File: config.mk
export PLATFORM = sky130hd
export DESIGN_NAME = cdsb_host
export DESIGN_NICKNAME = d
export VERILOG_FILES = /design/src/verilog/cdsb_pkg.sv /design/src/verilog/cdsb_host.sv
export SDC_FILE = /design/constraint.sdc
export NUM_CORES = 1
export LEC_CHECK = 0
export BUFFER_PORTS_ARGS = -buffer_cell sky130_fd_sc_hd__buf_2
export CAP_MARGIN = 10
export CORE_MARGIN = 4
export CORE_UTILIZATION = 58
export CTS_BUF_LIST = sky130_fd_sc_hd__clkbuf_8 sky130_fd_sc_hd__clkbuf_16
export CTS_CLUSTER_DIAMETER = 200
export DETAILED_ROUTE_END_ITERATION = 12
export GPL_TIMING_DRIVEN = 0
export PLACE_DENSITY = 0.92
export SLEW_MARGIN = 40
export SYNTH_ARGS = -nofsm -noshare
export SYNTH_HDL_FRONTEND = slang
export SYNTH_SLANG_ARGS = --single-unit
File: constraint.sdc
create_clock -name clk_i -period 3.7 [get_ports clk_i]
set_input_delay 0.74 -clock clk_i [delete_from_list [all_inputs] [get_ports clk_i]]
set_output_delay 0.74 -clock clk_i [all_outputs]
set_load 0.02 [all_outputs]
File: src/verilog/cdsb_pkg.sv
// Package for the host-side controller of a dual 12-bit CMOS sample bus.
// Assumes a Wishbone classic slave port with byte addresses and 32-bit data.
package cdsb_pkg;

  localparam int unsigned SAMPLE_W = 12;
  localparam int unsigned NSLOT    = 4;

  // Register byte offsets
  localparam logic [7:0] OFF_CTRL   = 8'h00;
  localparam logic [7:0] OFF_CMD    = 8'h04;
  localparam logic [7:0] OFF_STATUS = 8'h08;
  localparam logic [7:0] OFF_TX0    = 8'h10;
  localparam logic [7:0] OFF_RX0    = 8'h20;

  // Control field positions
  localparam int unsigned CTRL_MODE_LSB = 0;
  localparam int unsigned CTRL_DDR      = 2;
  localparam int unsigned CTRL_LEVEL    = 3;
  localparam int unsigned CTRL_FTOGGLE  = 4;
  localparam int unsigned CTRL_TWO_PORT = 5;
  localparam int unsigned CTRL_SWAP     = 6;
  localparam int unsigned CTRL_TWO_CHAN = 7;

  // Command field positions
  localparam int unsigned CMD_START = 0;
  localparam int unsigned CMD_STOP  = 1;
  localparam int unsigned CMD_DIR   = 2;
  localparam int unsigned CMD_RX_ON = 3;
  localparam int unsigned CMD_TX_ON = 4;

  // Duplex modes
  localparam logic [1:0] MODE_FDD       = 2'h0;
  localparam logic [1:0] MODE_TDD       = 2'h1;
  localparam logic [1:0] MODE_FDD_INDEP = 2'h2;

  localparam logic [7:0] CTRL_RESET = 8'h01;
  // Link rising edges that the enable pulse and the finish wait span
  localparam logic [1:0] PULSE_RISES = 2'h2;

  typedef enum logic [3:0] {
    ST_IDLE = 4'b0001,
    ST_ON   = 4'b0010,
    ST_ACT  = 4'b0100,
    ST_OFF  = 4'b1000
  } cdsb_burst_e;

  typedef struct packed {
    logic        two_chan;
    logic        swap;
    logic        two_port;
    logic        ftoggle;
    logic        level;
    logic        ddr;
    logic [1:0]  mode;
  } cdsb_cfg_s;

  typedef struct packed {
    logic        cyc;
    logic        stb;
    logic        we;
    logic [7:0]  adr;
    logic [3:0]  sel;
    logic [31:0] dat;
  } cdsb_wb_req_s;

  typedef struct packed {
    logic        ack;
    logic [31:0] dat;
  } cdsb_wb_rsp_s;

  typedef struct packed {
    logic                data_clk;
    logic                rx_frame;
    logic [SAMPLE_W-1:0] p0_i;
    logic [SAMPLE_W-1:0] p1_i;
  } cdsb_pin_in_s;

  typedef struct packed {
    logic                tx_return_clock;
    logic                tx_frame;
    logic                enable;
    logic                burst_direction_select;
    logic [SAMPLE_W-1:0] p0_o;
    logic [SAMPLE_W-1:0] p0_oe;
    logic [SAMPLE_W-1:0] p1_o;
    logic [SAMPLE_W-1:0] p1_oe;
  } cdsb_pin_out_s;

endpackage
File: src/verilog/cdsb_host.sv
// Host (baseband side) controller for a dual 12-bit CMOS I/Q sample bus.
// Assumes the device's data clock and frame arrive asynchronously on pins and
// that software drives it over a Wishbone classic slave port.
//
// Functional notes
// - two 12-bit ports, one or both used
// - FDD: port zero transmits, port one receives
// - TDD: both directions share pins in turns
// - return clock copies data clock exactly
// - tx frame held high or toggling 50%
// - FDD independent: frame low flushes with zeros
// - enable pulse spans a link cycle, twice
// - direction steady for the whole burst
// - direction changes only while idle
// - FDD normal: direction ignored, held valid
// - rx data qualified by rx frame
// - two's complement, bit 11 sign
// - I/Q interleave, two or four slots
//
// The placing of the registers and the Wishbone register port were chosen for this implementation.
`timescale 1ns/1ns
`default_nettype none
module cdsb_host (
  input  wire logic                    clk_i,
  input  wire logic                    rst_i,
  input  wire cdsb_pkg::cdsb_wb_req_s  wb_i,
  output var  cdsb_pkg::cdsb_wb_rsp_s  wb_o,
  input  wire cdsb_pkg::cdsb_pin_in_s  pins_i,
  output var  cdsb_pkg::cdsb_pin_out_s pins_o
);
  import cdsb_pkg::*;

  typedef struct packed {
    cdsb_cfg_s                      cfg;
    logic                           dir_req;
    logic                           rx_on;
    logic                           tx_on;
    logic                           start_req;
    logic                           stop_req;
    cdsb_burst_e                    burst;
    logic                           burst_tx;
    logic [1:0]                     hold;
    logic [NSLOT-1:0][SAMPLE_W-1:0] tx_slots;
    logic [NSLOT-1:0][SAMPLE_W-1:0] rx_slots;
    logic [1:0]                     slot;
    logic [1:0]                     fpos;
    logic [1:0]                     rslot;
    logic                           tx_live;
    logic                           rx_live;
    logic                           rfrm_prev;
    logic [15:0]                    rx_frames;
    logic                           clk_s1;
    logic                           clk_s2;
    logic                           clk_s3;
    logic                           frm_s1;
    logic                           frm_s2;
    logic [SAMPLE_W-1:0]            p0_s1;
    logic [SAMPLE_W-1:0]            p0_s2;
    logic [SAMPLE_W-1:0]            p1_s1;
    logic [SAMPLE_W-1:0]            p1_s2;
    logic                           enable;
    logic                           dir;
    logic                           tx_frame;
    logic [SAMPLE_W-1:0]            p0_o;
    logic [SAMPLE_W-1:0]            p1_o;
    logic                           p0_oe;
    logic                           p1_oe;
    logic                           ack;
    logic [31:0]                    rdat;
  } cdsb_state_s;

  cdsb_state_s st_reg;
  cdsb_state_s st_next;

  logic       indep;
  logic       rise;
  logic       xfer;
  logic       act_tx;
  logic       act_rx;
  logic       tdd2;
  logic [1:0] step;
  logic [1:0] smask;
  logic [1:0] flen;
  logic       use_p1;
  logic [5:0] widx;
  logic [1:0] nslot;
  logic [1:0] nrslot;
  logic [1:0] nfpos;

  always_comb begin
    st_next = st_reg;
    widx    = wb_i.adr[7:2];
    indep   = (st_reg.cfg.mode == MODE_FDD_INDEP);
    tdd2    = (st_reg.cfg.mode == MODE_TDD) && st_reg.cfg.two_port;
    use_p1  = (st_reg.cfg.mode == MODE_TDD) && !st_reg.cfg.two_port && st_reg.cfg.swap;
    step    = tdd2 ? 2'h2 : 2'h1;
    smask   = st_reg.cfg.two_chan ? 2'h3 : 2'h1;
    flen    = (st_reg.cfg.two_chan && !tdd2) ? 2'h3 : 2'h1;
    nslot   = 2'h0;
    nrslot  = 2'h0;
    nfpos   = 2'h0;

    // Only the later stages feed logic (clk_s2 and clk_s3 for the edge detect); the first is a pure synchroniser
    st_next.clk_s1 = pins_i.data_clk;
    st_next.clk_s2 = st_reg.clk_s1;
    st_next.clk_s3 = st_reg.clk_s2;
    st_next.frm_s1 = pins_i.rx_frame;
    st_next.frm_s2 = st_reg.frm_s1;
    st_next.p0_s1  = pins_i.p0_i;
    st_next.p0_s2  = st_reg.p0_s1;
    st_next.p1_s1  = pins_i.p1_i;
    st_next.p1_s2  = st_reg.p1_s1;
    rise = st_reg.clk_s2 & ~st_reg.clk_s3;
    xfer = rise | (st_reg.cfg.ddr & ~st_reg.clk_s2 & st_reg.clk_s3);

    // Wishbone slave: ack one cycle after the request, dropped the next cycle
    st_next.ack = wb_i.cyc & wb_i.stb & ~st_reg.ack;
    if (wb_i.cyc && wb_i.stb && !st_reg.ack) begin
      st_next.rdat = 32'h0;
      case ({widx, 2'b00})
        OFF_CTRL:   st_next.rdat = {24'h0, st_reg.cfg};
        OFF_CMD:    st_next.rdat = {27'h0, st_reg.tx_on, st_reg.rx_on, st_reg.dir_req, 2'b00};
        OFF_STATUS: st_next.rdat = {st_reg.rx_frames, 8'h0, st_reg.tx_live, st_reg.rx_live,
                                    st_reg.burst_tx, st_reg.dir, st_reg.burst};
        default: begin
          // Slot banks decode on address bits 7:4, the slot index on bits 3:2
          if (widx[5:2] == OFF_TX0[7:4]) begin
            st_next.rdat = {20'h0, st_reg.tx_slots[widx[1:0]]};
          end else if (widx[5:2] == OFF_RX0[7:4]) begin
            st_next.rdat = {20'h0, st_reg.rx_slots[widx[1:0]]};
          end
        end
      endcase
      if (wb_i.we && wb_i.sel[0]) begin
        case ({widx, 2'b00})
          OFF_CTRL: begin
            // Reconfiguring mid-burst would tear the bus; only taken while idle
            if (st_reg.burst == ST_IDLE) begin
              st_next.cfg = wb_i.dat[7:0];
            end
          end
          OFF_CMD: begin
            if (st_reg.burst == ST_IDLE) begin
              st_next.dir_req   = wb_i.dat[CMD_DIR];
              st_next.start_req = wb_i.dat[CMD_START] | st_reg.start_req;
            end
            st_next.stop_req = (wb_i.dat[CMD_STOP] && st_reg.burst != ST_IDLE) | st_reg.stop_req;
            st_next.rx_on    = wb_i.dat[CMD_RX_ON];
            st_next.tx_on    = wb_i.dat[CMD_TX_ON];
          end
          default: begin
            if (widx[5:2] == OFF_TX0[7:4] && wb_i.sel[1]) begin
              st_next.tx_slots[widx[1:0]] = wb_i.dat[SAMPLE_W-1:0];
            end
          end
        endcase
      end
    end

    // Burst control
    case (st_reg.burst)
      ST_IDLE: begin
        st_next.hold = 2'h0;
        if (indep) begin
          st_next.enable = st_reg.rx_on;
          st_next.dir    = st_reg.tx_on;
        end else begin
          st_next.dir = st_reg.dir_req;
          if (st_reg.start_req) begin
            st_next.start_req = 1'b0;
            st_next.enable    = 1'b1;
            st_next.burst     = ST_ON;
            st_next.burst_tx  = (st_reg.cfg.mode == MODE_TDD) ? st_reg.dir_req : 1'b1;
          end
        end
      end
      ST_ON: begin
        if (rise) begin
          st_next.hold = st_reg.hold + 2'h1;
          if (st_reg.hold + 2'h1 == PULSE_RISES) begin
            st_next.burst  = ST_ACT;
            st_next.hold   = 2'h0;
            st_next.enable = st_reg.cfg.level;
          end
        end
      end
      ST_ACT: begin
        if (st_reg.stop_req) begin
          st_next.stop_req = 1'b0;
          st_next.burst    = ST_OFF;
          st_next.enable   = ~st_reg.cfg.level;
        end
      end
      ST_OFF: begin
        if (rise) begin
          st_next.hold = st_reg.hold + 2'h1;
          if (st_reg.hold + 2'h1 == PULSE_RISES) begin
            st_next.burst  = ST_IDLE;
            st_next.hold   = 2'h0;
            st_next.enable = 1'b0;
          end
        end
      end
      default: begin
        st_next.burst  = ST_IDLE;
        st_next.enable = 1'b0;
      end
    endcase

    act_tx = indep ? st_reg.tx_on
                   : (st_reg.burst == ST_ACT) && (st_reg.cfg.mode == MODE_FDD || st_reg.burst_tx);
    // Receive tracking opens with the start pulse so an early rx frame rise is not missed
    act_rx = indep ? st_reg.rx_on
                   : (st_reg.burst == ST_ON || st_reg.burst == ST_ACT)
                     && (st_reg.cfg.mode == MODE_FDD || !st_reg.burst_tx);

    // Drive enables: FDD port zero is ours, port one is the device's
    if (st_reg.cfg.mode == MODE_TDD) begin
      st_next.p0_oe = act_tx && !use_p1;
      st_next.p1_oe = act_tx && (use_p1 || st_reg.cfg.two_port);
    end else begin
      st_next.p0_oe = 1'b1;
      st_next.p1_oe = 1'b0;
    end

    // Transmit launch
    if (!act_tx) begin
      st_next.tx_live  = 1'b0;
      st_next.tx_frame = 1'b0;
      st_next.p0_o     = '0;
      st_next.p1_o     = '0;
    end else if (xfer) begin
      if (st_reg.tx_live) begin
        nslot = (st_reg.slot + step) & smask;
        nfpos = (st_reg.fpos + 2'h1) & flen;
      end
      st_next.tx_live  = 1'b1;
      st_next.slot     = nslot;
      st_next.fpos     = nfpos;
      st_next.tx_frame = st_reg.cfg.ftoggle ? (nfpos <= (flen >> 1)) : 1'b1;
      st_next.p0_o     = use_p1 ? '0 : st_reg.tx_slots[nslot];
      st_next.p1_o     = tdd2 ? st_reg.tx_slots[(nslot + 2'h1) & smask]
                              : (use_p1 ? st_reg.tx_slots[nslot] : '0);
    end

    // Receive capture, qualified by the device's frame marker
    if (!act_rx) begin
      st_next.rx_live   = 1'b0;
      st_next.rfrm_prev = 1'b0;
    end else if (xfer) begin
      st_next.rfrm_prev = st_reg.frm_s2;
      if (st_reg.frm_s2 && !st_reg.rfrm_prev) begin
        nrslot = 2'h0;
        st_next.rx_live   = 1'b1;
        st_next.rx_frames = st_reg.rx_frames + 16'h1;
      end else begin
        nrslot = (st_reg.rslot + step) & smask;
      end
      if (st_next.rx_live) begin
        st_next.rslot = nrslot;
        if (st_reg.cfg.mode != MODE_TDD || use_p1) begin
          st_next.rx_slots[nrslot] = st_reg.p1_s2;
        end else begin
          st_next.rx_slots[nrslot] = st_reg.p0_s2;
          if (tdd2) begin
            st_next.rx_slots[(nrslot + 2'h1) & smask] = st_reg.p1_s2;
          end
        end
      end
    end
  end

  always_ff @(posedge clk_i) begin
    if (rst_i) begin
      st_reg       <= '0;
      st_reg.cfg   <= CTRL_RESET;
      st_reg.burst <= ST_IDLE;
    end else begin
      st_reg <= st_next;
    end
  end

  always_comb begin
    wb_o.ack                      = st_reg.ack;
    wb_o.dat                      = st_reg.rdat;
    pins_o.tx_return_clock        = st_reg.clk_s2;
    pins_o.tx_frame               = st_reg.tx_frame;
    pins_o.enable                 = st_reg.enable;
    pins_o.burst_direction_select = st_reg.dir;
    pins_o.p0_o                   = st_reg.p0_o;
    pins_o.p1_o                   = st_reg.p1_o;
    pins_o.p0_oe                  = {SAMPLE_W{st_reg.p0_oe}};
    pins_o.p1_oe                  = {SAMPLE_W{st_reg.p1_oe}};
  end
endmodule
`default_nettype wire

; After elaboration in Yosys (flattened, before gate mapping)
; Cells that the tools add are included.
[totals]
regBits = 256
out_inout_bits = 85
wordCells = 228
[classes]
add_sub_neg = 7
n_lt_le_gt_ge = 9
eq_ne = 22
muxes = 73
n_bitwise = 22
n_reduce_logical = 47
[op_table]
columns = operator, n
row1 = $bwmux W48, 4
row2 = $mux W12, 12
row3 = $bmux W12 S2, 4
row4 = $mux W48, 2
row5 = $pmux W32 S3, 1
row6 = $demux W12 S2, 3
row7 = $mux W2, 19
row8 = $mux W1, 18
row9 = $logic_and A1 B1 Y1, 17
row10 = $add A16 B1 Y16 const B, 1
row11 = $mux W4, 4
row12 = $pmux W4 S4, 1
row13 = $lt A2 B3 Y1 const B, 5
row14 = $mux W5, 3
row15 = $ne A2 B2 Y1 const B, 7
row16 = $reduce_and A3 Y1, 4
row17 = $reduce_and A4 Y1, 3
row18 = $and A2 B2 Y2, 5
row19 = $reduce_or A2 Y1, 5
row20 = $not A1 Y1, 9
row21 = $add A2 B1 Y2 const B, 4
row22 = $eq A4 B1 Y1 const B, 2
row23 = $eq A4 B2 Y1 const B, 2
row24 = $reduce_and A7 Y1, 1
row25 = other kinds (23), 44

; Longest topological paths before layout
[depth]
word_depth = 17
ltp_mapped = 16

; Least setup slack after synthesis
; Ideal clock, no wire load.
[synth_timing]
kind = register -> register
start = register st_reg[249] (netlist bit)
end = register st_reg[141] (netlist bit)
arrival_ns = 3.049
setup_slack_ns = 0.564
stages_incl_launch_ff = 16
n_path_buf = 2
path_cell_list = dfxtp_1 -> and3b_1 -> buf_4 -> inv_2 -> ha_1 -> xnor2_1 -> xnor2_1 -> nand2_1 -> nor2_1 -> ha_1 -> nor2b_1 -> nor2_1 -> a21oi_1 -> clkbuf_1 -> a22oi_1 -> a211oi_1
[synth_via]
elab_chain_cells = 17
[synth_lines]
columns = item, line
row1 = "start, declared", cdsb_host.sv:72  ; cdsb_state_s st_reg;
row2 = "start signal, assigned", cdsb_host.sv:279  ; st_reg <= st_next;
row3 = $eq A2 B1 Y1, "cdsb_host.sv:94, cdsb_host.sv:95"
row4 = $logic_and A1 B1 Y1, cdsb_host.sv:94  ; tdd2 = (st_reg.cfg.mode == MODE_TDD) && st_reg.cfg.two_port;
row5 = $mux W2, cdsb_host.sv:96  ; step = tdd2 ? 2'h2 : 2'h1;
row6 = $add A2 B2 Y2, cdsb_host.sv:257  ; nrslot = (st_reg.rslot + step) & smask;
row7 = $and A2 B2 Y2, cdsb_host.sv:257
row8 = $mux W2, cdsb_host.sv:252  ; if (st_reg.frm_s2 && !st_reg.rfrm_prev) begin
row9 = $mux W2, cdsb_host.sv:250  ; end else if (xfer) begin
row10 = $mux W2, cdsb_host.sv:247  ; if (!act_rx) begin
row11 = $add A2 B1 Y2, cdsb_host.sv:266  ; st_next.rx_slots[(nrslot + 2'h1) & smask] = st_reg.p1_s2;
row12 = $and A2 B2 Y2, cdsb_host.sv:266
row13 = $lt A2 B3 Y1 (implied by the code) or $ge A2 B1 Y1 (tied branches), cdsb_host.sv:266
row14 = $logic_and A1 B1 Y1 (implied by the code), cdsb_host.sv:266
row15 = $mux W12 (implied by the code), cdsb_host.sv:266
row16 = $demux W12 S2, cdsb_host.sv:266
row17 = $bwmux W48, cdsb_host.sv:266
row18 = $mux W48, cdsb_host.sv:265  ; if (tdd2) begin
row19 = $mux W48, cdsb_host.sv:261  ; if (st_reg.cfg.mode != MODE_TDD || use_p1) begin
; Several ways; a longest one is shown, not always the timed one. The select of a mux whose other input is x is not followed.
; A chain may end at the register's enable or synchronous reset.

; Final worst setup path
[layout_timing]
start = register st_reg[253] (netlist bit)
end = register st_reg[162] (netlist bit)
[layout_via]
elab_chain_cells = 16
[layout_lines]
columns = item, line
row1 = $logic_and A1 B1 Y1, cdsb_host.sv:94
row2 = $mux W2, cdsb_host.sv:96
row3 = $add A2 B2 Y2, cdsb_host.sv:257
row4 = $and A2 B2 Y2, cdsb_host.sv:257
row5 = $mux W2, cdsb_host.sv:252
row6 = $mux W2, cdsb_host.sv:250
row7 = $mux W2, cdsb_host.sv:247
row8 = $add A2 B1 Y2, cdsb_host.sv:266
row9 = $and A2 B2 Y2, cdsb_host.sv:266
row10 = $lt A2 B3 Y1 (implied by the code) or $ge A2 B1 Y1 (tied branches), cdsb_host.sv:266
row11 = $logic_and A1 B1 Y1 (implied by the code), cdsb_host.sv:266
row12 = $mux W12 (implied by the code), cdsb_host.sv:266
row13 = $demux W12 S2, cdsb_host.sv:266
row14 = $bwmux W48, cdsb_host.sv:266
row15 = $mux W48, cdsb_host.sv:265
row16 = $mux W48 (*), cdsb_host.sv:261
; Mark *: on every way between the ends. The rest lies on a longest branch, timed or not. The select of a mux whose other input is x is not followed.

==> results.md <==
* Power Dens Cells at around 410 nW/µm²
* Register area share after synthesis at 0.413
* GRT Util Overall at 0.292
* Max_cap viols at 0
* Startpoint types: flop
* Worst-path clk slew at 0.06 ns
* Final ANT Viol Nets at 0
* Routed wire length at ~36 mm
* FF+latch count, synth at about 250
* WL/cell at roughly 19 µm
* Top_reg_cell synth: dfxtp_1
* EDFF count, synth at 0
* Fill count at 1542
* Cts bufs inserted at 26
* Final hold violation count at 0
* Outcome: complete, no violations
* I/O Buffers at about 130
* Critical Path RT at 4.16 ns
* GR Overflow Total at 0
* HP Class: input pin to flop
* Synthesized area per cell at around 8.7 µm²
* Maximum vdd drop at 0.000421 V
* Htree depth at 1
* Final setup fails at 0
* Skew final at between 0.02 and 0.025 ns
* Max Root-Sink Buffers at 3
* Routed via count at approximately 11000
* Root Buffer Master: clkbuf_16
* Worst slew pin tran at 0.887 ns
* Global-route wire length before repair at approximately 57 mm
* Row count at 52
* # IOs at 160
* Crit share post-route at 0.974
* Die area at roughly 23000 µm²
* DRT Pass-1 Iters at 6
* DRT iter0 DRCs at between 1000 and 1500
* Critical path capture point type: flop
* Initial Util at 0.596
* Die X at approximately 150 µm
* Fin nets at 1639
* CTS tree: built
* GP Congestion at roughly 0.97
* DRC Markers at 0
* Initial antenna violation count at 0
* Chip height at 153 µm
* CTS sink cnt at 252
* Largest net degree at the start of global routing at 16
* Setup CP Type: flop to flop
* HPWL Detailed at 26.6 mm
* Skew-Pair Late Insertion Delay at 0.56 ns
* Final Max Tran Viols at 0
* Share of cells above drive strength 1 at 0.226
* Setup TNS at 0 ns
* Multi-input logic area at approximately 6000 µm²
* Synthesis-to-layout area growth at 16.3%
* Largest register FFs at about 170
* Post-synthesis async set-or-reset flop share at 0
* Vias in the first global route at 10992
* Core Area at about 20000 µm²
* Cells after synthesis at 1397
* Power Total at approximately 5.8 mW
* Fmax at between 200 and 300 MHz
* Crit path DAT at slightly above 4 ns
* Max transition margin at 0.400
* Crit path max fanout at 10
* P_leak at about 5.6 nW
* DR vias/cell at 6.07
* Register area at roughly 5000 µm²
* Post-synthesis cell area at 12200 µm²
* Yosys warns at 0
* Fin crit period at about 3.6 ns
* Distinct cells, synth at between 50 and 60
final cells by class:
class	count	area share
clock inverters	15	0.0137
inverters	10	0.00264
repair buffers	130	0.0460
plain buffers	188	0.0763
flip-flops and latches	252	0.355
multi-input cells	950	0.430
clock buffers	32	0.0516
well taps	270	0.0238
diodes	1	0.000176
critical path: stages, from the launching register on:
cell	delay [ns]
dfxtp_1	0.44
and3b_1	0.19
buf_4	0.21
inv_2	0.15
ha_1	0.24
xnor2_2	0.25
xnor2_2	0.18
nand2_1	0.15
nor2_2	0.18
ha_1	0.25
nor2b_2	0.22
nor2_2	0.11
a21oi_1	0.28
buf_2	0.28
o22ai_1	0.13
a211oi_2	0.27
metal layers:
layer,vias to the layer above,global-route usage,share of wire
met1,5282,0.362,0.39
met5,-,0,0
met2,585,0.512,0.49
met3,117,0.0427,0.081
met4,0,0.116,0.043
li1,5226,-,-
final timing paths:
check / endpoint / depth (start not counted) / from / slack, ns
setup / recovery: st_reg[162] / 15 / st_reg[253] / 0.1
hold / removal: st_next[97] / 2 / pins_i[23] / 0.39
setup reg to reg: st_reg[162] / 15 / st_reg[253] / 0.1
hold reg to reg: st_reg[69] / 1 / st_next[69] / 0.43
cells in the final DEF, fill, tap and decap left out, types with 6 or more instances in the layout:
master / n
o21a_1: 14
clkbuf_8: 6
inv_1: 10
a21oi_1: 117
clkbuf_1: 73
nor2_1: 145
buf_4: 91
o21ai_0: 58
o22ai_1: 14
dfxtp_1: 251
nor2b_1: 57
a22o_1: 14
ha_1: 6
buf_2: 144
nand4_1: 10
xnor2_1: 11
a31oi_1: 29
nand2_1: 122
clkbuf_16: 26
a32o_1: 12
a211oi_2: 10
nor3_1: 36
nand2b_1: 10
xor2_1: 12
nand3_1: 29
a211oi_1: 21
a22oi_1: 73
mux4_2: 24
a221oi_1: 8
and2_1: 11
mux2_2: 17
mux2i_1: 29
what timing repair did:
item                       in CTS  in global routing
hold endpoints to repair        0                  0
pin swaps                       0                  1
setup endpoints to repair      22                 43
gates resized for setup         5                 12
setup buffers                   0                  1
hold buffers                    0                  0
logic make-up after synthesis:
| kind of cell | after synthesis | synth area share |
|---|---|---|
| AOI/OAI and AO/OA | 384 | 0.207 |
| buffers and inverters | 198 | 0.0912 |
| xor gates and xnor gates | 26 | 0.0198 |
| and+or+nand+nor | 460 | 0.179 |
| adders and majority gates | 6 | 0.00615 |
| other | 1 | 0.000307 |
| muxes | 70 | 0.0837 |
| DFF | 252 | 0.413 |
Yosys cell counts (all sizes together) (4+ instances only):
cell type,n,area (µm²)
o22ai,14,87.6
and3b,5,43.8
a22o,14,123
ha,6,75.1
a22oi,73,548
nand2,122,458
nor4b,5,56.3
a221oi,8,70.1
and2,11,68.8
mux4,24,541
buf,109,780
o21a,14,105
clkbuf,79,297
nand2b,10,62.6
dfxtp,252,5040
nor3,37,185
o21ai,59,295
a21oi,120,616
mux2,17,191
mux2i,29,290
a211oi,32,303
a31oi,29,181
nor2b,58,363
a32o,12,120
xor2,12,105
nor2,147,552
and3,5,31.3
nand4,10,62.6
inv,10,37.5
o211ai,4,30.0
xnor2,13,114
nand3,29,145
power by group:
group	switching [mW]	internal, mW
registers	0.0230	2.75
clock network	1.14	1.63
logic	0.165	0.0909
metrics by stage:
step / hold slack, ns / std cells / util / area [µm²] / setup slack [ns]
after floorplan: 0.414 / 1400 / - / 12200 / 0.564
after global routing: 0.380 / 1847 / 0.693 / 14200 / -0.0146
after CTS: 0.376 / 1846 / 0.691 / 14200 / 0.0466
final: 0.389 / 1848 / 0.693 / 14200 / 0.0961
after detailed placement: 0.420 / 1799 / 0.645 / 13200 / -0.141
after global placement: 0.416 / 1799 / 0.644 / 13200 / -0.0104
No activity file was read; power rests on OpenSTA's default activity.
